==> config.mk <==
export PLATFORM = sky130hd
export DESIGN_NAME = gpwm_top
export DESIGN_NICKNAME = d
export VERILOG_FILES = /design/src/logic/gpwm_pkg.sv /design/src/logic/gpwm_top.sv /design/src/logic/gpwm_channel.sv
export VERILOG_INCLUDE_DIRS = /design/src /design/src/logic
export SDC_FILE = /design/constraint.sdc
export NUM_CORES = 1
export LEC_CHECK = 0
export BUFFER_PORTS_ARGS = -buffer_cell sky130_fd_sc_hd__buf_2
export CAP_MARGIN = 5
export CORE_UTILIZATION = 54
export DETAILED_ROUTE_END_ITERATION = 10
export PLACE_DENSITY_LB_ADDON = 0.25
export SYNTH_ARGS = -nofsm -noshare
export SYNTH_HDL_FRONTEND = slang
export SYNTH_HIERARCHICAL = 1
export SYNTH_SLANG_ARGS = --single-unit
==> constraint.sdc <==
create_clock -name clk -period 2.4 [get_ports clk]
set_input_delay 0.24 -clock clk [delete_from_list [all_inputs] [get_ports clk]]
set_output_delay 0.24 -clock clk [all_outputs]
set_load 0.01 [all_outputs]
==> src/logic/gpwm_defs.svh <==
// Purpose: offsets, field positions, reset values and timing counts
// Assumes: 32-bit APB, one register per aligned word
// Notes:   printed offsets are indices; byte address is four times
`ifndef GPWM_DEFS_SVH
`define GPWM_DEFS_SVH

// ----------------------------------------------------------------
// register indices and index width
// ----------------------------------------------------------------
`define GPWM_IDX_P0_LL      8'h4F
`define GPWM_IDX_P0_LH      8'h50
`define GPWM_IDX_P1_LL      8'h51
`define GPWM_IDX_P1_LH      8'h52
`define GPWM_IDX_OUT_DATA   8'h60
`define GPWM_IDX_STATUS     8'h61
`define GPWM_ADDR_W         10

// ----------------------------------------------------------------
// field layout
// ----------------------------------------------------------------
`define GPWM_TB_HI          15
`define GPWM_TB_LO          14
`define GPWM_HC_HI          13
`define GPWM_HC_LO          7
`define GPWM_LC_HI          6
`define GPWM_LC_LO          0
`define GPWM_CNT_W          7

// ----------------------------------------------------------------
// reset values
// ----------------------------------------------------------------
`define GPWM_RST_LL         16'h007F
`define GPWM_RST_LH         16'h3F80
`define GPWM_LH_WMASK       16'h3FFF

// ----------------------------------------------------------------
// time base: master clock periods per unit, per select code
// ----------------------------------------------------------------
`define GPWM_TB0_CYC        11'h010
`define GPWM_TB1_CYC        11'h040
`define GPWM_TB2_CYC        11'h100
`define GPWM_TB3_CYC        11'h400
`define GPWM_TB_W           11

`endif

==> src/logic/gpwm_pkg.sv <==
// Purpose: shared types of the pin level pwm encoder
// Assumes: nothing
// Notes:   numbers live in gpwm_defs.svh
package gpwm_pkg;
    // pwm phase states, one-hot
    typedef enum logic [2:0]
    {
        GPWM_ST_STATIC = 3'b001,
        GPWM_ST_HIGH   = 3'b010,
        GPWM_ST_LOW    = 3'b100
    } gpwm_state_t;

    typedef logic [6:0] gpwm_cnt_t;   // one phase count
endpackage

==> src/logic/gpwm_top.sv <==
// Purpose: pin level pwm encoder for pins 0 and 1 with apb registers
// Assumes: apb master keeps psel/paddr/pwrite/pwdata stable in access
// Notes:   zero wait states; unmapped addresses read zero, pslverr high
//
// Behaviour
// - period is high plus low counts times unit
// - output high for high count units
// - output low for low count units
// - separate counter pair per output level
// - zero high count gives static low
// - zero low count, nonzero high: static high
// - both counts zero gives static low
// - pin1 low-level pair resets static low
// - pin1 high-level pair resets static high
// - pin0 high-level pair, reset all-ones/zero
// - time base 16/64/256/1024 clock periods
// - output data bit picks the level
//
// Added by the designer: the APB slave port.
`timescale 1ns/100ps
`include "gpwm_defs.svh"

module gpwm_top
    import gpwm_pkg::*;
(
    input  wire logic        clk,        // 25 MHz master clock
    input  wire logic        rstn,       // sync reset, active low
    input  wire logic        ce,         // clock enable, freezes all
    input  wire logic        psel,       // apb select
    input  wire logic        penable,    // apb access phase
    input  wire logic        pwrite,     // apb direction
    input  wire logic [11:0] paddr,      // apb byte address
    input  wire logic [31:0] pwdata,     // apb write data
    input  wire logic [3:0]  pstrb,      // apb byte strobes
    output logic      [31:0] prdata,     // apb read data
    output logic             pready,     // apb ready
    output logic             pslverr,    // apb error
    output logic             general_pin_zero, // encoded pin 0
    output logic             general_pin_one   // encoded pin 1
);
    import gpwm_pkg::*;

    // ----------------------------------------------------------------
    // configuration registers
    // ----------------------------------------------------------------
    logic [15:0] p0_ll;                  // pin 0 low level pair
    logic [15:0] p0_lh;                  // pin 0 high level pair
    logic [15:0] p1_ll;                  // pin 1 low level pair
    logic [15:0] p1_lh;                  // pin 1 high level pair
    logic [1:0]  out_data;               // output data bits

    // ----------------------------------------------------------------
    // apb decode
    // ----------------------------------------------------------------
    wire [9:0] idx      = paddr[11:2];   // word index
    wire       acc      = psel && penable && ce;
    wire       wr       = acc && pwrite;
    wire       hit_p0ll = (idx == {2'b00, `GPWM_IDX_P0_LL});
    wire       hit_p0lh = (idx == {2'b00, `GPWM_IDX_P0_LH});
    wire       hit_p1ll = (idx == {2'b00, `GPWM_IDX_P1_LL});
    wire       hit_p1lh = (idx == {2'b00, `GPWM_IDX_P1_LH});
    wire       hit_dat  = (idx == {2'b00, `GPWM_IDX_OUT_DATA});
    wire       hit_sts  = (idx == {2'b00, `GPWM_IDX_STATUS});
    wire       hit_any  = hit_p0ll | hit_p0lh | hit_p1ll | hit_p1lh |
                          hit_dat | hit_sts;
    // byte lane merge for a 16-bit register
    wire [15:0] wmask   = {{8{pstrb[1]}}, {8{pstrb[0]}}};

    // single-cycle access phase, no wait states
    assign pready  = 1'b1;
    assign pslverr = psel && penable && !hit_any;

    // ----------------------------------------------------------------
    // register writes; reserved bits of high level pairs stay zero
    // ----------------------------------------------------------------
    always_ff @(posedge clk)
    begin
        if (!rstn)
        begin
            p0_ll    <= `GPWM_RST_LL;
            p0_lh    <= `GPWM_RST_LH;
            p1_ll    <= `GPWM_RST_LL;
            p1_lh    <= `GPWM_RST_LH;
            out_data <= 2'h0;
        end
        else if (wr)
        begin
            if (hit_p0ll)
                p0_ll <= (p0_ll & ~wmask) | (pwdata[15:0] & wmask);
            if (hit_p0lh)
                p0_lh <= ((p0_lh & ~wmask) | (pwdata[15:0] & wmask))
                         & `GPWM_LH_WMASK;
            if (hit_p1ll)
                p1_ll <= (p1_ll & ~wmask) | (pwdata[15:0] & wmask);
            if (hit_p1lh)
                p1_lh <= ((p1_lh & ~wmask) | (pwdata[15:0] & wmask))
                         & `GPWM_LH_WMASK;
            if (hit_dat && pstrb[0])
                out_data <= pwdata[1:0];
        end
    end

    // ----------------------------------------------------------------
    // read mux, registered
    // ----------------------------------------------------------------
    logic pin0_level;                    // pair in use, pin 0
    logic pin1_level;                    // pair in use, pin 1
    logic [31:0] next_prdata;            // read value

    always_comb
    begin
        next_prdata = 32'h0000_0000;
        if (hit_p0ll) next_prdata = {16'h0000, p0_ll};
        if (hit_p0lh) next_prdata = {16'h0000, p0_lh};
        if (hit_p1ll) next_prdata = {16'h0000, p1_ll};
        if (hit_p1lh) next_prdata = {16'h0000, p1_lh};
        if (hit_dat)  next_prdata = {30'h0, out_data};
        if (hit_sts)  next_prdata = {28'h0, pin1_level, pin0_level,
                                     general_pin_one, general_pin_zero};
    end

    // data captured in setup so it is valid through the access phase
    always_ff @(posedge clk)
    begin
        if (!rstn)
            prdata <= 32'h0000_0000;
        else if (ce && psel && !penable && !pwrite)
            prdata <= next_prdata;
    end

    // ----------------------------------------------------------------
    // pin engines; each pin's time base lives in its low level pair
    // ----------------------------------------------------------------
    wire pin0_output_value = out_data[0];
    wire pin1_output_value = out_data[1];

    gpwm_channel u_pin0
    (
        .clk       (clk),
        .rstn      (rstn),
        .ce        (ce),
        .tb_sel    (p0_ll[`GPWM_TB_HI:`GPWM_TB_LO]),
        .level     (pin0_output_value),
        .ll_hc     (p0_ll[`GPWM_HC_HI:`GPWM_HC_LO]),
        .ll_lc     (p0_ll[`GPWM_LC_HI:`GPWM_LC_LO]),
        .lh_hc     (p0_lh[`GPWM_HC_HI:`GPWM_HC_LO]),
        .lh_lc     (p0_lh[`GPWM_LC_HI:`GPWM_LC_LO]),
        .pin_out   (general_pin_zero),
        .cur_level (pin0_level)
    );

    gpwm_channel u_pin1
    (
        .clk       (clk),
        .rstn      (rstn),
        .ce        (ce),
        .tb_sel    (p1_ll[`GPWM_TB_HI:`GPWM_TB_LO]),
        .level     (pin1_output_value),
        .ll_hc     (p1_ll[`GPWM_HC_HI:`GPWM_HC_LO]),
        .ll_lc     (p1_ll[`GPWM_LC_HI:`GPWM_LC_LO]),
        .lh_hc     (p1_lh[`GPWM_HC_HI:`GPWM_HC_LO]),
        .lh_lc     (p1_lh[`GPWM_LC_HI:`GPWM_LC_LO]),
        .pin_out   (general_pin_one),
        .cur_level (pin1_level)
    );
endmodule // gpwm_top

==> src/logic/gpwm_channel.sv <==
// Purpose: one pin's pwm engine with two counter pairs
// Assumes: configuration stable or changing between cycles
// Notes:   pair chosen only at a cycle boundary
`timescale 1ns/100ps
`include "gpwm_defs.svh"

module gpwm_channel
    import gpwm_pkg::*;
(
    input  wire logic               clk,        // master clock
    input  wire logic               rstn,       // sync reset, low
    input  wire logic               ce,         // clock enable
    input  wire logic [1:0]         tb_sel,     // time base code
    input  wire logic               level,      // selected level
    input  wire gpwm_pkg::gpwm_cnt_t ll_hc,     // low level high count
    input  wire gpwm_pkg::gpwm_cnt_t ll_lc,     // low level low count
    input  wire gpwm_pkg::gpwm_cnt_t lh_hc,     // high level high count
    input  wire gpwm_pkg::gpwm_cnt_t lh_lc,     // high level low count
    output logic                    pin_out,    // encoded pin
    output logic                    cur_level   // level in use
);
    import gpwm_pkg::*;

    // ----------------------------------------------------------------
    // time base prescaler
    // ----------------------------------------------------------------
    logic [`GPWM_TB_W-1:0] pre;          // prescale counter
    logic [`GPWM_TB_W-1:0] tb_len;       // unit length in cycles
    wire                   tick;         // end of one unit
    wire                   restart;      // cycle opens out of static

    always_comb
    begin
        case (tb_sel)
            2'h0:    tb_len = `GPWM_TB0_CYC;
            2'h1:    tb_len = `GPWM_TB1_CYC;
            2'h2:    tb_len = `GPWM_TB2_CYC;
            default: tb_len = `GPWM_TB3_CYC;
        endcase
    end

    // >= guards a shrinking time base mid unit
    assign tick = (pre >= tb_len - 11'h001);

    // unit counter; restarted when a cycle opens from static so the
    // first high phase is a whole number of units, not a fragment
    always_ff @(posedge clk)
    begin
        if (!rstn)
            pre <= '0;
        else if (ce)
            pre <= (tick || restart) ? '0 : pre + 11'h001;
    end

    // ----------------------------------------------------------------
    // pair selection and phase machine
    // ----------------------------------------------------------------
    gpwm_state_t state;                  // current phase
    gpwm_state_t next_state;             // next phase
    gpwm_cnt_t   units;                  // units left in phase
    gpwm_cnt_t   next_units;             // next units left
    logic        next_level;             // pair taken at boundary
    wire gpwm_cnt_t sel_hc = level ? lh_hc : ll_hc;
    wire gpwm_cnt_t sel_lc = level ? lh_lc : ll_lc;
    wire         boundary;               // new cycle may start
    wire         phase_end;              // last unit of phase

    assign phase_end = tick && (units <= 7'h01);
    assign boundary  = (state == GPWM_ST_STATIC) ||
                       (state == GPWM_ST_LOW && phase_end);
    assign restart   = (state == GPWM_ST_STATIC) &&
                       (next_state == GPWM_ST_HIGH);

    // next phase; a fresh cycle opens high, then low
    always_comb
    begin
        next_state = state;
        next_units = units;
        next_level = cur_level;
        case (state)
            GPWM_ST_HIGH:
            begin
                if (tick)
                    next_units = units - 7'h01;
                if (phase_end)
                begin
                    next_state = GPWM_ST_LOW;
                    next_units = cur_level ? lh_lc : ll_lc;
                end
            end
            GPWM_ST_LOW, GPWM_ST_STATIC:
            begin
                if (tick && state == GPWM_ST_LOW)
                    next_units = units - 7'h01;
                if (boundary)
                begin
                    next_level = level;
                    if (sel_hc == 7'h00 || sel_lc == 7'h00)
                        next_state = GPWM_ST_STATIC;
                    else
                    begin
                        next_state = GPWM_ST_HIGH;
                        next_units = sel_hc;
                    end
                end
            end
            default:
                next_state = GPWM_ST_STATIC;
        endcase
    end

    // phase registers
    always_ff @(posedge clk)
    begin
        if (!rstn)
        begin
            state     <= GPWM_ST_STATIC;
            units     <= '0;
            cur_level <= 1'b0;
        end
        else if (ce)
        begin
            state     <= next_state;
            units     <= next_units;
            cur_level <= next_level;
        end
    end

    // ----------------------------------------------------------------
    // output; static high only with nonzero high and zero low count
    // ----------------------------------------------------------------
    wire static_hi = (next_state == GPWM_ST_STATIC) &&
                     (sel_hc != 7'h00) && (sel_lc == 7'h00);

    // registered pin, period = (hc + lc) units
    always_ff @(posedge clk)
    begin
        if (!rstn)
            pin_out <= 1'b0;
        else if (ce)
            pin_out <= (next_state == GPWM_ST_HIGH) || static_hi;
    end
endmodule // gpwm_channel

## Word-level counts from Yosys, hierarchy flattened

Index checks and enable logic that the tools add are counted.

- Muxes and demuxes: 36
- $lt $le $gt $ge: 4
- Bitwise operators: 15
- Add/sub/neg operators: 6
- Reductions and logical operators: 52
- Eq/ne operators: 22

Operator list:

| kind | count |
|---|---|
| 32-bit 2-to-1 mux | 5 |
| 7-bit 2-to-1 mux | 16 |
| 11-bit one-hot mux with 3 select lines | 2 |
| 10-bit by 7-bit equality test with 1-bit output, second input constant | 6 |
| 16-bit bitwise AND | 3 |
| 16-bit OR | 2 |
| 14-bit bitwise AND | 2 |
| 7-bit logical NOT | 4 |
| 14-bit OR | 2 |
| 7-bit one-hot mux with 2 select lines | 2 |
| 11-bit by 1-bit adder with 11-bit output, second input constant | 2 |
| 11-bit >= comparator | 2 |
| 11-bit 2-to-1 mux | 2 |
| 11-bit by 1-bit subtractor with 11-bit output, second input constant | 2 |
| 1-bit logical AND | 20 |
| 16-bit 2-to-1 mux | 1 |
| 16-bit inverter | 1 |
| 7-bit by 1-bit <= comparator with 1-bit output, second input constant | 2 |
| 7-bit nonzero test | 2 |
| 7-bit by 1-bit subtractor with 7-bit output, second input constant | 2 |
| 3-bit by 1-bit equality test with 1-bit output, second input constant | 4 |
| 3-bit by 2-bit equality test with 1-bit output, second input constant | 4 |
| 3-bit 2-to-1 mux | 4 |
| 3-bit one-hot mux with 2 select lines | 2 |
| 13 further kinds | 41 |

- Output and inout port bits: 36
- Word-level logic and storage cells: 151
- Input bits: 54
- Register bits after elaboration: 140

## Longest topological paths before layout

Gate-level depths: netlist (run 1).

- Word-level depth: 13
- Mapped depth: 11
- Gate-level depth less buffers: 9

## Cells and area by module

Netlist (run 1), hierarchy kept.

By module, submodules not included:

| module | area an instance (um^2) | seq. area each (um^2) | instances | cells each |
|---|---|---|---|---|
| gpwm_top | 3794.9 | 1561.5 | 1 | 471 |
| gpwm_channel at u_pin1 | 2072.0 | 460.4 | 1 | 274 |
| gpwm_channel at u_pin0 | 2055.7 | 460.4 | 1 | 257 |

## Worst setup path after synthesis (run 1)

Ideal clock, no wire load.

- Path type: register to register
- Start: register (tool-made name)
- End: register u_pin0.units[5]
- Data required time: 2.283 ns
- Stages on the path, launching flop included: 10
- Path slack: -0.129 ns
- Clock period less this slack: 2.529 ns
- Path buffers: 0
- Arrival time: 2.412 ns
- Path through: dfxtp_1 nand2_1 ha_1 nand4_1 or4_1 o211ai_2 nand2_2 o21a_1 or3_1 a22o_1

RTL lines:

| what | line | source |
|---|---|---|
| end signal: assignment | gpwm_channel.sv:124 | `units <= next_units;` |
| end: declaration | gpwm_channel.sv:60 | `gpwm_cnt_t units;` |

==> flow_summary.ini, run 1 <==
[hold_path]
hold_path_class = input pin to flop
hold_depth = 3

[die]
std_cell_rows = 43
ios = 90
fp.dieW_um = 123
fp.dieArea_um2 = 15200
die_y_um = 123
core-area_um2 = 14100
start_util_pct = 56.2

[place]
place_congestion = 0.901
dp_slack_ns = -0.0456
place_hpwl_mm = 16.0
dpl_cell_area_um2 = 8510
io_buffers = 52
place_inst = 1226

[finish]
num_antenna_cells = 0
post-route-util_pct = 66.8
drive_gt1_share_pct = 21.1
stdcell_area_um2 = 9410
num-fill-cells = 1180
nets = 1145
syn2layout_area_growth_pct = 18.8
finalNonFillerCells = 1268

[clocking]
cts_buffers = 17
cts_htree_levels = 4
cts_sinks = 124
cts_tree = done
clkSlewWorstSetupHoldPaths_ns = 0.06
clock-root-buffer = clkbuf_16
clk-insertion-delay-late_ns = 0.43
cts_max_path_buffers = 2

[sta]
finalHoldViolCount = 0
rsz0062_at_grt = yes
relSlewSlack_pct = 29.5
period_needed_ns = 2.46
setup_slack_ns = -0.0635
finalCritPeriodShare_pct = 103
worst_pin_slew_ns = 1.05
setup_viol = 9
hold_slack_ns = 0.0932
fin_skew_ns = 0.00925
setup_tns_ns = -0.368
fmax_mhz = 406
slew_violations = 0

[synth]
ys_seq_area_share_pct = 31.3
ys_warn_count = 6
synth_top_cell_by_area = dfxtp_1
ys_async_sr_fraction_pct = 0
syn_inst = 1002
synth_edf_count = 0
synth-main-ff-cell = dfxtp_1
yosysUniqueCellTypes = 96
syn-mean-instance-area_um2 = 7.91
synthDominantCellAreaShare_pct = 31.3
synth-seq-cells = 124
synthesis.area_um2 = 7920
synth_area_leaders = dfxtp_1 (31%), nand3_1 (6.4%), o21ai_0 (4.0%)

[drt]
vias_per_cell = 6.45
drt_iter0_drc = 1157
vias = 8183
dr.pass1.iters = 5
ant_nets = 0
route.detailed.drc = 0
wl_per_cell_um = 18.6
finalWirelength_mm = 23.6

[global_route]
grt_pass1_vias = 7241
grt_pass1_wl_mm = 37.4
track_usage_pct = 31.9
antenna_found_initial = 0
overflow = 0
grt_max_degree = 38

[worst_setup_path]
worstPathRequired_ns = 2.72
cp_slowest_cell = or4_4
cp-end-kind = flop
r2r_cells = 9
max_stage_delay_ns = 0.51
cp_common_cell = nand2_2
cp.arrival_ns = 2.79
crit_path_start_kind = flop
crit_type = flop to flop
cp_cell_sequence = nand2_2 > ha_4 > nand4_1 > or4_4 > o211ai_4 > nand2_2 > o21a_1 > or3_1 > a22o_1
worstPathMaxFanout = 8

[pwr]
p_total_mw = 5.43
irDropWorstVdd_mv = 0.519
cellPowerDensity_nw_per_um2 = 577
cellLeakagePower_nw = 3.47

[job]
maxCapViolations = 0

[run_status]
outcome = complete, but fails checks
violations = negative setup slack
## report_power, final
part | switching [mW] | total [mW] | internal, mW
clock network | 0.975 | 2.76 | 1.79
registers | 0.0381 | 2.12 | 2.08
logic | 0.338 | 0.546 | 0.208
total | 1.35 | 5.43 | 4.08
## final timing paths
kind / start / endpoint / slack (ns)
setup / recovery: flop / u_pin0/units[5]$_SDFFE_PN0P_ / -0.06
hold / removal: pwdata[15] / flop / 0.09
setup reg to reg: flop / u_pin0/units[5]$_SDFFE_PN0P_ / -0.06
hold reg to reg: prdata[11]$_SDFFE_PN0P_ / prdata[11]$_SDFFE_PN0P_ / 0.47
## Yosys cell counts, types with 5 or more instances
| cell type | count |
|---|---|
| and3_1 | 10 |
| xor2_1 | 17 |
| xnor2_1 | 14 |
| mux2i_1 | 29 |
| a31oi_1 | 11 |
| nor2b_1 | 6 |
| buf_4 | 21 |
| dfxtp_1 | 124 |
| nor4_1 | 17 |
| nor2_1 | 81 |
| nor3_1 | 22 |
| buf_2 | 21 |
| or3_1 | 7 |
| inv_1 | 12 |
| a22oi_1 | 18 |
| buf_6 | 6 |
| clkbuf_1 | 41 |
| o31ai_1 | 21 |
| a21oi_1 | 62 |
| o2bb2ai_1 | 13 |
| a311oi_1 | 5 |
| and2_1 | 9 |
| nand4_1 | 11 |
| ha_1 | 16 |
| o211ai_1 | 10 |
| nand2b_1 | 6 |
| nor4b_1 | 5 |
| o21ai_1 | 13 |
| o21ai_0 | 64 |
| nand3_1 | 102 |
| a21o_1 | 5 |
| a211oi_1 | 12 |
| nand2_1 | 74 |
| a22o_1 | 8 |
## kinds of logic after synthesis
group / synth area share (%)
AO/OA/AOI/OAI: 24.5
XOR/XNOR: 3.43
adder cells (fa/ha/maj): 2.53
buffers and inverters: 7.55
flip-flops: 31.3
multiplexers: 4.23
other: 0.189
AND/OR/NAND/NOR: 26.3
## metal layers
metal  global-route usage, %  vias to the layer above  wire (um)
li1                        -                     3831          -
met1                    44.4                     3882      10300
met2                    47.9                      419      10600
met3                    5.95                       51       2100
met4                    13.6                        0        587
met5                       0                        -          0
## worst max-delay path, delay by kind of cell, from the launching register on
kind | cells | cell delay, ns
AND/OR/NAND/NOR | 5 | 1.12
AO/OA/AOI/OAI | 3 | 0.58
flip-flops | 1 | 0.38
adder cells (fa/ha/maj) | 1 | 0.26
## placed cells by master (no fill, tap or decap), types with 6 or more instances in the layout
cell type	n
buf_2	52
and3_1	10
dfxtp_1	121
a31oi_1	10
nand2_1	72
and2_1	8
o21ai_0	61
nor2_1	81
xor2_1	17
a22o_1	6
xnor2_1	13
a211oi_1	11
a22oi_1	16
a21oi_1	62
nand4_1	11
o211ai_1	10
o2bb2ai_1	13
mux2i_1	29
o21ai_2	6
nand2b_1	6
or3_1	7
ha_1	14
conb_1	19
nor3_1	22
o31ai_1	20
buf_4	76
clkbuf_16	18
inv_1	11
nand3_1	100
nor2b_1	6
nor4_1	17
o21ai_1	14
## layout make-up
| class | instances | area, um2 | area share [%] |
|---|---|---|---|
| repair buffers | 136 | 965 | 10.2 |
| clock buffers | 21 | 460 | 4.89 |
| clock inverters | 11 | 165 | 1.75 |
| well taps | 180 | 225 | 2.39 |
| multi-input cells | 782 | 5050 | 53.7 |
| inverters | 14 | 52.6 | 0.558 |
| flip-flops and latches | 124 | 2490 | 26.5 |
## repair_timing
| item | in CTS | in global routing |
|---|---|---|
| gates resized for setup | 14 | 23 |
| cloned | 0 | 2 |
| endpoints found under the setup margin | 14 | 26 |
| hold buffers | 0 | 0 |
| buffers inserted | 4 | 4 |
| pin swaps | 4 | 14 |
No activity file was read; power rests on OpenSTA's default activity.
==> run 2, diff against run 1 <==
- ABC_AREA: unset -> 1
==> flow_summary.ini, run 2 <==
[run_status]
outcome = finished clean

[synth]
synth_top_family_by_area = simple AND/OR/NAND/NOR gates
yosysMostFrequentCell = nand2_1
synthDominantCellAreaShare_pct = 32.2
synth-simple-area-share_pct = 34.3
synth_area_leaders = dfxtp_1 (32%), nand2_1 (16%), inv_1 (6.7%)
ys_warn_count = 6
synth-main-ff-cell = dfxtp_1
synth_edf_count = 0
synth-seq-cells = 124
synth_top_cell_by_area = dfxtp_1
synth_mux_area_share_pct = 1.04
synthesis.area_um2 = 7700
synth_compound_area_share_pct = 14.7
yosysUniqueCellTypes = 43
syn-mean-instance-area_um2 = 6.55
synth_xor_xnor_area_share_pct = 2.96
ys_seq_area_share_pct = 32.2
synth-adder-area-share_pct = 2.60
syn_inst = 1176
synth_commonest_cells = nand2_1 (324), inv_1 (137), dfxtp_1 (124)
ys_async_sr_fraction_pct = 0

[die]
core-area_um2 = 13900
fp.dieW_um = 121
ios = 90
start_util_pct = 55.5
std_cell_rows = 43
die_y_um = 121
fp.dieArea_um2 = 14700

[place]
place_hpwl_mm = 14.2
place_inst = 1388
dpl_cell_area_um2 = 8050
place_congestion = 0.907
io_buffers = 52

[pwr]
cellPowerDensity_nw_per_um2 = 596
p_comb_share_pct = 12.8
irDropWorstVdd_mv = 0.522
p_seq_share_pct = 42.0
switching_share_pct = 26.0
clockPowerShare_pct = 45.2
p_int_mw = 3.82
switching_power_mw = 1.34
cellLeakagePower_nw = 4.20

[job]
maxCapViolations = 0

[drt]
route.detailed.drc = 0
wl_per_cell_um = 13.6
dr.pass1.iters = 7
finalWirelength_mm = 19.3
ant_nets = 0
vias_per_cell = 5.22
vias = 7414
drt_iter0_drc = 491

[sta]
finalHoldViolCount = 0
relSlewSlack_pct = 49.2
hold_slack_ns = 0.103
setup_tns_ns = 0
fin_skew_ns = 0.00833
setup_viol = 0
slew_violations = 0
fmax_mhz = 450
rsz0062_at_grt = no
finalCritPeriodShare_pct = 92.6
worst_pin_slew_ns = 0.761
period_needed_ns = 2.22

[finish]
drive_gt1_share_pct = 13.9
num_antenna_cells = 0
stdcell_area_um2 = 8660
final_common_cell = nand2_1
syn2layout_area_growth_pct = 12.5
mostFrequentLayoutCells = nand2_1 (324), inv_1 (136), dfxtp_1 (123), nor2_1 (106), o21ai_0 (80)
nets = 1301
finalNonFillerCells = 1421

[clocking]
clk-insertion-delay-late_ns = 0.42
cts_tree = done
clock-root-buffer = clkbuf_16
cts_buffers = 17
clkSlewWorstSetupHoldPaths_ns = 0.05
cts_max_path_buffers = 2
cts_htree_levels = 4
cts_sinks = 124

[global_route]
grt_pass1_vias = 6669
antenna_found_initial = 0
track_usage_pct = 27.1
grt_pass1_wl_mm = 31.4
grt_max_degree = 77
overflow = 0

[worst_setup_path]
worstPathMaxFanout = 11
worstPathRequired_ns = 2.71
cp-end-kind = flop
cp.arrival_ns = 2.53
worst-r2r-setup-slack_ns = 0.18
crit_path_start_kind = flop
r2r-end = u_pin1/pre[10]$_SDFFE_PN0P_
crit_type = flop to flop
r2r_cells = 18

[hold_path]
worstHoldStart = pwdata[15]
hold_path_class = input pin to flop
hold_depth = 3
run 2: cell count changes after synthesis, sizes merged, moves of 15 or more:
cell | before | now
buf | 53 | 36
o211ai | 11 | 29
a21oi | 63 | 78
a22oi | 18 | 0
o31ai | 22 | 0
nor4 | 17 | 2
clkbuf | 44 | 21
nand3 | 103 | 72
inv | 14 | 143
nor2 | 82 | 133
nand2 | 76 | 342
mux2i | 29 | 8
run 2: how the worst max path moves through the flow:
stage / from / endpoint / slack (ns) / cells past startpoint
2_1_floorplan: flop / u_pin1/pre[2]$_SDFFE_PN0P_ / 0.23 / 18
3_3_place_gp: flop / u_pin0/units[0]$_SDFFE_PN0P_ / 0.14 / 14
3_5_place_dp: flop / u_pin0/units[0]$_SDFFE_PN0P_ / 0.08 / 14
4_1_cts: flop / u_pin0/pre[8]$_SDFFE_PN0P_ / 0.05 / 17
5_1_grt: flop / u_pin1/pre[10]$_SDFFE_PN0P_ / 0.004 / 18
6_report: flop / u_pin1/pre[10]$_SDFFE_PN0P_ / 0.18 / 18
run 2: timing repair:
item	4_1_cts	5_1_grt
buffers inserted	0	4
endpoints found under the setup margin	0	38
hold buffers	0	0
gates resized for setup	0	9
run 2: worst max-delay path: stages, from the launching register on:
cell and delay (ns):
dfxtp_1 0.36, nand2_1 0.07, ha_1 0.29, nand2_1 0.05, nor2_1 0.14, nand2_1 0.06, nor2_1 0.12, nand3_1 0.10
nand3_2 0.12, nand3_2 0.09, nand2_4 0.12, nand2_8 0.08, nand2_4 0.07, nand2_2 0.04, nand2_1 0.06, nand2_1 0.05
nand2_2 0.09, buf_12 0.15, nor2_1 0.05
run 2: final cells by class:
cell class,instances,area [um2]
flip-flops and latches,124,2480
clock buffers,28,527
clock inverters,1,5.00
fillers,1310,5220
repair buffers,78,493
well taps,180,225
multi-input cells,866,4380
inverters,144,551
run 2: power groups by stage:
stage	clock network (mW)	logic, mW	registers, mW
finish	2.33	0.662	2.17
global route	2.45	0.743	2.17
CTS	2.36	0.634	2.17
detailed placement	0	0.629	2.21
global placement	0	0.619	2.21
floorplan	0	0.504	2.19
run 2: per-layer routing:
layer	up-vias	part of all wire, %	global-route usage, %
li1	3849	-	-
met1	3360	46	33.6
met2	179	48	46.2
met3	26	4.1	5.45
met4	0	1.9	10.0
met5	-	0	0
run 2: cells by family (layout without fill, tap and decap cells):
kind of cell               after synthesis  in the layout
and+or+nand+nor                        594            594
xor gates and xnor gates                26             26
adders and majority gates               16             16
other                                    4             19
AOI/OAI and AO/OA                      203            203
buffers and inverters                  201            251
DFF                                    124            124
muxes                                    8              8
run 2: stage by stage:
step | util (%) | worst slack, ns | total power, mW
finish | 62.4 | 0.179 | 5.16
CTS | 61.8 | 0.0543 | 5.16
floorplan | - | 0.234 | 2.70
global route | 62.4 | 0.00407 | 5.36
detailed placement | 58.0 | 0.0772 | 2.84
global placement | 58.0 | 0.140 | 2.83
